[config.mk]
export PLATFORM = sky130hd
export DESIGN_NAME = frontend_gain_led_config_regs
export DESIGN_NICKNAME = d
export VERILOG_FILES = /design/src/verilog/frontend_cfg_pkg.sv /design/src/verilog/emitter_current_scale.sv /design/src/verilog/frontend_gain_led_config_regs.sv
export SDC_FILE = /design/constraint.sdc
export NUM_CORES = 1
export LEC_CHECK = 0
export ABC_AREA = 1
export BUFFER_PORTS_ARGS = -buffer_cell sky130_fd_sc_hd__buf_2
export CAP_MARGIN = 20
export CORE_UTILIZATION = 65
export CTS_CLUSTER_SIZE = 14
export DETAILED_ROUTE_END_ITERATION = 8
export GPL_TIMING_DRIVEN = 1
export MAX_ROUTING_LAYER = met4
export PLACE_DENSITY = 0.84
export SETUP_SLACK_MARGIN = 0.15
export SKIP_CTS_REPAIR_TIMING = 1
export SYNTH_ARGS = -nofsm -noshare
export SYNTH_HDL_FRONTEND = slang
export SYNTH_SLANG_ARGS = --single-unit
[constraint.sdc]
create_clock -name clock_i -period 22.3 [get_ports clock_i]
set_input_delay 4.46 -clock clock_i [delete_from_list [all_inputs] [get_ports clock_i]]
set_output_delay 4.46 -clock clock_i [all_outputs]
set_load 0.005 [all_outputs]
[src/verilog/frontend_cfg_pkg.sv]
// Constants for the receive-gain and emitter-drive configuration registers
package frontend_cfg_pkg;

  // ==========================================================
  // Register map
  localparam logic [7:0] RECEIVE_GAIN_CONFIG_ADDR = 8'h21;
  localparam logic [7:0] EMITTER_DRIVE_CONFIG_ADDR = 8'h22;
  localparam int REG_WIDTH = 24;
  localparam int ADDR_WIDTH = 8;
  localparam int FRAME_BITS = 32;
  localparam logic [23:0] RECEIVE_GAIN_CONFIG_RESET = 24'h000000;
  localparam logic [23:0] EMITTER_DRIVE_CONFIG_RESET = 24'h000000;

  // ==========================================================
  // Receive-gain fields
  localparam int AMBIENT_CANCEL_LSB = 16;
  localparam int AMBIENT_CANCEL_MSB = 19;
  localparam int FILTER_CORNER_BIT = 15;
  localparam int SECOND_STAGE_ENABLE_BIT = 14;
  localparam int SECOND_STAGE_GAIN_LSB = 8;
  localparam int SECOND_STAGE_GAIN_MSB = 10;
  localparam int FEEDBACK_CAP_LSB = 3;
  localparam int FEEDBACK_CAP_MSB = 7;
  localparam int FEEDBACK_RES_LSB = 0;
  localparam int FEEDBACK_RES_MSB = 2;

  // ==========================================================
  // Emitter-drive fields
  localparam int RANGE_LSB = 16;
  localparam int RANGE_MSB = 17;
  localparam int FIRST_CODE_LSB = 8;
  localparam int FIRST_CODE_MSB = 15;
  localparam int SECOND_CODE_LSB = 0;
  localparam int SECOND_CODE_MSB = 7;

  // ==========================================================
  // Full-scale current in mA per range and transmit reference
  localparam logic [6:0] FULLSCALE_25_MA = 7'h19;
  localparam logic [6:0] FULLSCALE_50_MA = 7'h32;
  localparam logic [6:0] FULLSCALE_75_MA = 7'h4B;
  localparam logic [6:0] FULLSCALE_100_MA = 7'h64;
  localparam logic [6:0] FULLSCALE_OFF_MA = 7'h00;
  localparam logic [9:0] UA_PER_MA = 10'h3E8;
  localparam int CODE_SHIFT = 8;
  localparam int CURRENT_WIDTH = 17;

  // Transmit reference encodings
  localparam logic [1:0] TX_REF_0P25 = 2'h0;
  localparam logic [1:0] TX_REF_0P5 = 2'h1;
  localparam logic [1:0] TX_REF_1P0 = 2'h2;
  localparam logic [1:0] TX_REF_0P75 = 2'h3;

  // Range encodings
  localparam logic [1:0] RANGE_LOW_A = 2'h0;
  localparam logic [1:0] RANGE_WIDE = 2'h1;
  localparam logic [1:0] RANGE_LOW_B = 2'h2;
  localparam logic [1:0] RANGE_TX_OFF = 2'h3;

  typedef enum logic [1:0] {
    SER_IDLE = 2'b00,
    SER_ADDR = 2'b01,
    SER_DATA = 2'b10
  } serial_state_type;

endpackage

[src/verilog/emitter_current_scale.sv]
// Nominal emitter current from drive code, range and transmit reference
module emitter_current_scale (
  input wire logic clock_i,
  input wire logic nrst_i,
  input wire logic [1:0] range_i,
  input wire logic [1:0] tx_ref_i,
  input wire logic [7:0] code_i,
  output logic [16:0] current_ua_o
);

  logic [6:0] fullscale_ma;
  logic [6:0] low_range_ma;
  logic [6:0] wide_range_ma;
  logic [24:0] product;
  logic [16:0] current_ua_nxt;

  // Reference settings marked unusable on the narrow ranges give no drive
  assign low_range_ma = (tx_ref_i == frontend_cfg_pkg::TX_REF_0P25) ? frontend_cfg_pkg::FULLSCALE_50_MA :
                        (tx_ref_i == frontend_cfg_pkg::TX_REF_0P5) ? frontend_cfg_pkg::FULLSCALE_100_MA :
                        frontend_cfg_pkg::FULLSCALE_OFF_MA;
  assign wide_range_ma = (tx_ref_i == frontend_cfg_pkg::TX_REF_0P25) ? frontend_cfg_pkg::FULLSCALE_25_MA :
                         (tx_ref_i == frontend_cfg_pkg::TX_REF_0P5) ? frontend_cfg_pkg::FULLSCALE_50_MA :
                         (tx_ref_i == frontend_cfg_pkg::TX_REF_0P75) ? frontend_cfg_pkg::FULLSCALE_75_MA :
                         frontend_cfg_pkg::FULLSCALE_100_MA;
  assign fullscale_ma = (range_i == frontend_cfg_pkg::RANGE_WIDE) ? wide_range_ma :
                        (range_i == frontend_cfg_pkg::RANGE_TX_OFF) ? frontend_cfg_pkg::FULLSCALE_OFF_MA :
                        low_range_ma;
  assign product = code_i * fullscale_ma * frontend_cfg_pkg::UA_PER_MA;
  assign current_ua_nxt = product[frontend_cfg_pkg::CODE_SHIFT +: frontend_cfg_pkg::CURRENT_WIDTH];

  always_ff @(posedge clock_i or negedge nrst_i) begin
    if (!nrst_i) begin
      current_ua_o <= 17'h00000;
    end else begin
      current_ua_o <= current_ua_nxt;
    end
  end

endmodule

[src/verilog/frontend_gain_led_config_regs.sv]
// Serial-port register bank for receive-gain and emitter-drive configuration
module frontend_gain_led_config_regs (
  input wire logic clock_i,
  input wire logic nrst_i,
  input wire logic serial_clk_i,
  input wire logic serial_select_n_i,
  input wire logic serial_data_i,
  input wire logic read_enable_i,
  input wire logic [1:0] tx_ref_i,
  output logic serial_data_o,
  output logic serial_data_oe_o,
  output logic [3:0] ambient_cancel_current_o,
  output logic filter_corner_select_o,
  output logic second_stage_enable_b_o,
  output logic [2:0] second_stage_gain_b_o,
  output logic [4:0] feedback_cap_select_o,
  output logic [2:0] feedback_res_select_o,
  output logic [1:0] drive_fullscale_range_o,
  output logic [7:0] first_emitter_drive_code_o,
  output logic [7:0] second_emitter_drive_code_o,
  output logic [16:0] first_emitter_current_ua_o,
  output logic [16:0] second_emitter_current_ua_o
);

  // ==========================================================
  // Serial frame state
  frontend_cfg_pkg::serial_state_type state_r, state_nxt;
  logic sclk_prev_r;
  logic [4:0] bit_cnt_r, bit_cnt_nxt;
  logic [7:0] addr_r, addr_nxt;
  logic [23:0] shift_in_r, shift_in_nxt;
  logic [23:0] shift_out_r, shift_out_nxt;
  logic read_mode_r, read_mode_nxt;
  logic serial_data_nxt;
  logic serial_data_oe_nxt;
  logic [23:0] receive_gain_config_r, receive_gain_config_nxt;
  logic [23:0] emitter_drive_config_r, emitter_drive_config_nxt;

  wire sclk_rise = serial_clk_i & ~sclk_prev_r;
  wire sclk_fall = ~serial_clk_i & sclk_prev_r;
  wire selected = ~serial_select_n_i;
  wire last_addr_bit = (bit_cnt_r == 5'(frontend_cfg_pkg::ADDR_WIDTH - 1));
  wire last_frame_bit = (bit_cnt_r == 5'(frontend_cfg_pkg::FRAME_BITS - 1));
  wire [7:0] addr_full = {addr_r[6:0], serial_data_i};
  wire [23:0] data_full = {shift_in_r[22:0], serial_data_i};
  wire write_done = (state_r == frontend_cfg_pkg::SER_DATA) && selected && sclk_rise && last_frame_bit
                    && !read_mode_r;
  wire hit_gain_wr = write_done && (addr_r == frontend_cfg_pkg::RECEIVE_GAIN_CONFIG_ADDR);
  wire hit_drive_wr = write_done && (addr_r == frontend_cfg_pkg::EMITTER_DRIVE_CONFIG_ADDR);

  // Unmapped addresses read as zero
  wire [23:0] read_word = (addr_full == frontend_cfg_pkg::RECEIVE_GAIN_CONFIG_ADDR) ? receive_gain_config_r :
                          (addr_full == frontend_cfg_pkg::EMITTER_DRIVE_CONFIG_ADDR) ? emitter_drive_config_r :
                          24'h000000;

  // ==========================================================
  // Frame sequencer: 8 address bits then 24 data bits, MSB first
  always_comb begin
    state_nxt = state_r;
    bit_cnt_nxt = bit_cnt_r;
    addr_nxt = addr_r;
    shift_in_nxt = shift_in_r;
    shift_out_nxt = shift_out_r;
    read_mode_nxt = read_mode_r;
    serial_data_nxt = serial_data_o;
    serial_data_oe_nxt = selected && read_mode_r && (state_r == frontend_cfg_pkg::SER_DATA);
    if (!selected) begin
      state_nxt = frontend_cfg_pkg::SER_ADDR;
      bit_cnt_nxt = 5'h00;
      serial_data_nxt = 1'b0;
    end else begin
      case (state_r)
        frontend_cfg_pkg::SER_IDLE: begin
          // Full 32-bit frame done or invalid state; ignore further clocks until deselect
        end
        frontend_cfg_pkg::SER_ADDR: begin
          if (sclk_rise) begin
            addr_nxt = addr_full;
            bit_cnt_nxt = bit_cnt_r + 5'h01;
            if (last_addr_bit) begin
              state_nxt = frontend_cfg_pkg::SER_DATA;
              read_mode_nxt = read_enable_i;
              shift_out_nxt = read_word;
            end
          end
        end
        frontend_cfg_pkg::SER_DATA: begin
          if (sclk_rise) begin
            shift_in_nxt = data_full;
            bit_cnt_nxt = bit_cnt_r + 5'h01;
            if (last_frame_bit) begin
              state_nxt = frontend_cfg_pkg::SER_IDLE;
            end
          end
          if (sclk_fall && read_mode_r) begin
            serial_data_nxt = shift_out_r[23];
            shift_out_nxt = {shift_out_r[22:0], 1'b0};
          end
        end
        default: begin
          state_nxt = frontend_cfg_pkg::SER_IDLE;
        end
      endcase
    end
  end

  // ==========================================================
  // Register storage; values are kept exactly as written
  // Reserved and forbidden codes are the host's duty and are not filtered
  assign receive_gain_config_nxt = hit_gain_wr ? data_full : receive_gain_config_r;
  assign emitter_drive_config_nxt = hit_drive_wr ? data_full : emitter_drive_config_r;

  always_ff @(posedge clock_i or negedge nrst_i) begin
    if (!nrst_i) begin
      state_r <= frontend_cfg_pkg::SER_ADDR;
    end else begin
      state_r <= state_nxt;
    end
  end

  // Previous serial clock level; resets to the idle low level so no false edge follows reset
  always_ff @(posedge clock_i or negedge nrst_i) begin
    if (!nrst_i) begin
      sclk_prev_r <= 1'b0;
    end else begin
      sclk_prev_r <= serial_clk_i;
    end
  end

  always_ff @(posedge clock_i or negedge nrst_i) begin
    if (!nrst_i) begin
      bit_cnt_r <= 5'h00;
    end else begin
      bit_cnt_r <= bit_cnt_nxt;
    end
  end

  always_ff @(posedge clock_i or negedge nrst_i) begin
    if (!nrst_i) begin
      addr_r <= 8'h00;
    end else begin
      addr_r <= addr_nxt;
    end
  end

  always_ff @(posedge clock_i or negedge nrst_i) begin
    if (!nrst_i) begin
      shift_in_r <= 24'h000000;
    end else begin
      shift_in_r <= shift_in_nxt;
    end
  end

  always_ff @(posedge clock_i or negedge nrst_i) begin
    if (!nrst_i) begin
      shift_out_r <= 24'h000000;
    end else begin
      shift_out_r <= shift_out_nxt;
    end
  end

  always_ff @(posedge clock_i or negedge nrst_i) begin
    if (!nrst_i) begin
      read_mode_r <= 1'b0;
    end else begin
      read_mode_r <= read_mode_nxt;
    end
  end

  always_ff @(posedge clock_i or negedge nrst_i) begin
    if (!nrst_i) begin
      serial_data_o <= 1'b0;
    end else begin
      serial_data_o <= serial_data_nxt;
    end
  end

  always_ff @(posedge clock_i or negedge nrst_i) begin
    if (!nrst_i) begin
      serial_data_oe_o <= 1'b0;
    end else begin
      serial_data_oe_o <= serial_data_oe_nxt;
    end
  end

  always_ff @(posedge clock_i or negedge nrst_i) begin
    if (!nrst_i) begin
      receive_gain_config_r <= frontend_cfg_pkg::RECEIVE_GAIN_CONFIG_RESET;
      emitter_drive_config_r <= frontend_cfg_pkg::EMITTER_DRIVE_CONFIG_RESET;
    end else begin
      receive_gain_config_r <= receive_gain_config_nxt;
      emitter_drive_config_r <= emitter_drive_config_nxt;
    end
  end

  // ==========================================================
  // Analog control fields, straight from the stored registers
  assign ambient_cancel_current_o =
    receive_gain_config_r[frontend_cfg_pkg::AMBIENT_CANCEL_MSB:frontend_cfg_pkg::AMBIENT_CANCEL_LSB];
  assign filter_corner_select_o = receive_gain_config_r[frontend_cfg_pkg::FILTER_CORNER_BIT];
  assign second_stage_enable_b_o = receive_gain_config_r[frontend_cfg_pkg::SECOND_STAGE_ENABLE_BIT];
  assign second_stage_gain_b_o =
    receive_gain_config_r[frontend_cfg_pkg::SECOND_STAGE_GAIN_MSB:frontend_cfg_pkg::SECOND_STAGE_GAIN_LSB];
  assign feedback_cap_select_o =
    receive_gain_config_r[frontend_cfg_pkg::FEEDBACK_CAP_MSB:frontend_cfg_pkg::FEEDBACK_CAP_LSB];
  assign feedback_res_select_o =
    receive_gain_config_r[frontend_cfg_pkg::FEEDBACK_RES_MSB:frontend_cfg_pkg::FEEDBACK_RES_LSB];
  assign drive_fullscale_range_o =
    emitter_drive_config_r[frontend_cfg_pkg::RANGE_MSB:frontend_cfg_pkg::RANGE_LSB];
  assign first_emitter_drive_code_o =
    emitter_drive_config_r[frontend_cfg_pkg::FIRST_CODE_MSB:frontend_cfg_pkg::FIRST_CODE_LSB];
  assign second_emitter_drive_code_o =
    emitter_drive_config_r[frontend_cfg_pkg::SECOND_CODE_MSB:frontend_cfg_pkg::SECOND_CODE_LSB];

  // ==========================================================
  // Nominal drive current per emitter; index 0 is the first emitter
  wire [7:0] emitter_code [2];
  wire [16:0] emitter_current_ua [2];
  assign emitter_code[0] = first_emitter_drive_code_o;
  assign emitter_code[1] = second_emitter_drive_code_o;

  generate
    for (genvar ch = 0; ch < 2; ch++) begin : g_emitter_scale
      emitter_current_scale emitter_current_scale_inst (
        .clock_i(clock_i),
        .nrst_i(nrst_i),
        .range_i(drive_fullscale_range_o),
        .tx_ref_i(tx_ref_i),
        .code_i(emitter_code[ch]),
        .current_ua_o(emitter_current_ua[ch])
      );
    end
  endgenerate

  assign first_emitter_current_ua_o = emitter_current_ua[0];
  assign second_emitter_current_ua_o = emitter_current_ua[1];

endmodule

==> impl_results.md <==
- Slew headroom: 0.384
- Starting Density: 0.663
- WP buf/inv: 11
- Share of layout cells above drive strength 1: 0.0804
- DRC violations left: 0
- Final Hold Viols: 0
- GP Congestion: 0.917
- Post-Syn Instances: 1827
- Max Transition Viols Final: 0
- Top-area cell type share of the netlist area: 0.245
- Mux contribution to synthesized area: 0.000750
- Worst vdd ir: 0.0384 mV
- CP max FO: 9
- Number of synthesized register bits: 148
- Fillers: 1707
- Post-Synth Simple-Gate Area: 0.158
- NumNets Final: 2195
- Slew @ Worst Pin: 0.924 ns
- Synth Area in Adders: 0.342
- Final setup viols: 0
- Avg Cell Area, Syn: 8.22 um^2
- Slowest CP cell: o21ai_1
- Clock sinks: 148
- Iter 0 DRT Violations: 845
- Number of flops mapped to enable cells by yosys: 0
- Vias: 12191
- Initial antenna violation count: 0
- Clk slew on worst S/H paths: 0.08 ns
- Vias per inst: 5.63
- Port Buffers: 78
- Synth area leaders: dfrtp_1 24%, fa_1 20%, ha_1 14%
- Largest net degree at the start of global routing: 76
- Root buffer cell: clkbuf_16
- Req. time, crit path: 22.63 ns
- First-pass GRT wire length: 57800 um
- CP Capture Type: flip-flop
- Htree depth: 4
- Clk buf depth: 2
- Ys flop type: dfrtp_1
- Crit Path Category: input port to flip-flop
- Post-Syn Area: 15000 um^2
- Gr usage total: 0.315
- CTS tree: yes
- Vias in the first global route: 12568
- Synth Area in Compound Gates: 0.0966
- Area Growth Syn to Fin: 6.85%
- Worst setup SP type: input port
- Pwr Density: 39.2 nW/um^2
- Die H: 154 um
- Min Tclk post-route: 12.76 ns
- Core Area: 22600 um^2
- WP data arrival: 13.09 ns
- XOR/XNOR share of the synthesized area: 0.0307
- Synth warn: 0
- Sequential-to-total area share from yosys stat: 0.247
- Combinational family with the most area after synthesis: adder cells
- Cell variety after synth: 45
- Diodes inserted: 0
- CTS Buf Count: 17
- Period Utilization, post-route: 0.572
- CP max stage delay: 0.62 ns
- Status: finished clean
- Fmax: 0.0784 GHz
- Drt wl/cell: 15.5 um
- Max-cap violations: 0
- Syn_nets: 2156
- Site Rows: 55
- Most frequent CP cell: inv_1
- Setup TNS: 0 ns
- Yosys top cell by area: dfrtp_1
- RSZ-0062 raised after global routing: false
- Ports: 79
- Pwr Total: 0.630 mW
- GR Overflow Total: 0
- Hpwl dp: 25600 um
- HP Class: flip-flop to flip-flop
- Leak: 9.02 nW
- Routed Antenna Nets: 0
- Clock Skew: 0.0154 ns
- Skew-Pair Late Insertion Delay: 0.44 ns
- Final worst setup slack: 9.54 ns
- Chip Width: 154 um
- Pre-CTS WS: 9.26 ns
- Ys async rst share: 1.00
- Crit path max-delay family: adder cells
- Die footprint: 23700 um^2
- First-pass DRT Iterations: 7
- Routed WL: 33600 um
==> layout by cell type (no fill, tap or decap), types with 2 or more instances in the layout <==
cell / netlist / routed
a21boi_0: 3 / 3
a21o_1: 6 / 6
a21oi_1: 77 / 77
a22o_1: 3 / 3
a31o_2: 2 / 2
a31oi_1: 8 / 8
buf_2: 13 / 77
buf_4: 33 / 7
clkbuf_16: 0 / 17
clkinv_8: 0 / 6
dfrtp_1: 147 / 147
fa_1: 149 / 149
ha_1: 172 / 172
inv_1: 395 / 395
inv_2: 3 / 3
inv_6: 0 / 4
inv_8: 0 / 3
nand2_1: 361 / 361
nand2_2: 10 / 10
nand3_1: 51 / 51
nand3_2: 2 / 2
nand3b_1: 2 / 2
nand4_1: 9 / 9
nor2_1: 118 / 118
nor2_2: 2 / 2
nor2_4: 4 / 4
nor3_1: 11 / 11
nor4_1: 3 / 3
o21a_1: 2 / 2
o21ai_0: 133 / 133
o21ai_1: 7 / 7
o21ai_2: 3 / 3
o21bai_1: 11 / 11
o22ai_1: 7 / 7
xnor2_1: 8 / 8
xor2_1: 41 / 41
==> state kept, by name (all words and copies together), names as in the netlist <==
name                                                     cells
serial_data_o                                                1
addr_r                                                       8
state_r                                                      2
shift_in_r                                                  23
shift_out_r                                                 24
sclk_prev_r                                                  1
receive_gain_config_r                                       24
emitter_drive_config_r                                      24
read_mode_r                                                  1
serial_data_oe_o                                             1
bit_cnt_r                                                    5
g_emitter_scale.emitter_current_scale_inst.current_ua_o     34
==> tightest hold or removal path, cell delays in order (launching register included) <==
cell and delay (ns):
dfrtp_1 0.35, nand2_1 0.05, o21ai_0 0.06
==> stage by stage <==
| step | util | hold WS, ns | area (um^2) | cells |
|---|---|---|---|---|
| 2_1_floorplan | - | 0.448 | 15000 | 1827 |
| 3_3_place_gp | 0.682 | 0.460 | 15400 | 2132 |
| 3_5_place_dp | 0.682 | 0.473 | 15400 | 2132 |
| 4_1_cts | 0.709 | 0.490 | 16100 | 2164 |
| 5_1_grt | 0.709 | 0.509 | 16100 | 2164 |
| 6_report | 0.709 | 0.487 | 16100 | 2164 |
==> synth_stat cells, types with 3 or more instances <==
cell type / count
dfrtp_1: 147
a31oi_1: 8
o21ai_2: 3
nand4_1: 9
inv_2: 3
inv_1: 395
nand3_1: 51
a21o_1: 6
xnor2_1: 8
nand2_1: 361
o21bai_1: 11
a21oi_1: 77
o22ai_1: 7
nor2_1: 118
nor3_1: 11
buf_2: 13
nor2_4: 4
clkbuf_1: 19
nor4_1: 3
a22o_1: 3
ha_1: 172
buf_4: 33
o21ai_0: 133
a21boi_0: 3
fa_1: 149
o21ai_1: 7
xor2_1: 41
nand2_2: 10
==> report_power, final <==
group / switching [mW] / total, mW / internal (mW) / leakage, nW
clock network: 0.144 / 0.295 / 0.152 / 0.291
registers: 0.00917 / 0.292 / 0.283 / 2.03
logic: 0.0295 / 0.0427 / 0.0132 / 6.71
==> layout make-up <==
class	instances	area, um^2	area share
multi-input combinational	1215	9440	0.588
sequential	148	3700	0.231
inverter	399	1500	0.0933
timing repair buffer	85	449	0.0280
clock buffer	17	425	0.0265
tap	285	357	0.0222
clock inverter	15	183	0.0114
==> layer usage <==
metal	up-vias	global-route usage	share of wire
met5	-	-	0
met4	0	0.119	0.033
met3	111	0.0493	0.064
met2	484	0.529	0.50
met1	5900	0.385	0.41
li1	5696	-	-
==> logic make-up (layout without fill, tap and decap cells) <==
kind of cell    count (synthesis)  after routing
buf+inv                       464            516
compound gates                266            266
simple gates                  576            576
flops                         148            148
fa+ha+maj                     321            321
xor+xnor                       51             51
mux                             1              1
==> path summary, 6_finish.rpt <==
| check | slack (ns) | to | startpoint | cells after the start |
|---|---|---|---|---|
| worst max-delay path | 9.54 | flip-flop | tx_ref_i[0] | 35 |
| worst max register to register | 13.33 | flip-flop | emitter_drive_config_r[16] | 33 |
| min in group asynchronous | 4.02 | sclk_prev_r | nrst_i | 1 |
| max in group asynchronous | 16.86 | shift_in_r[6] | nrst_i | 2 |
| worst min-delay path | 0.49 | addr_r[7] | addr_r[7] | 2 |
| worst min register to register | 0.49 | addr_r[7] | addr_r[7] | 2 |
Note: power is estimated with default switching activity, not from simulation.
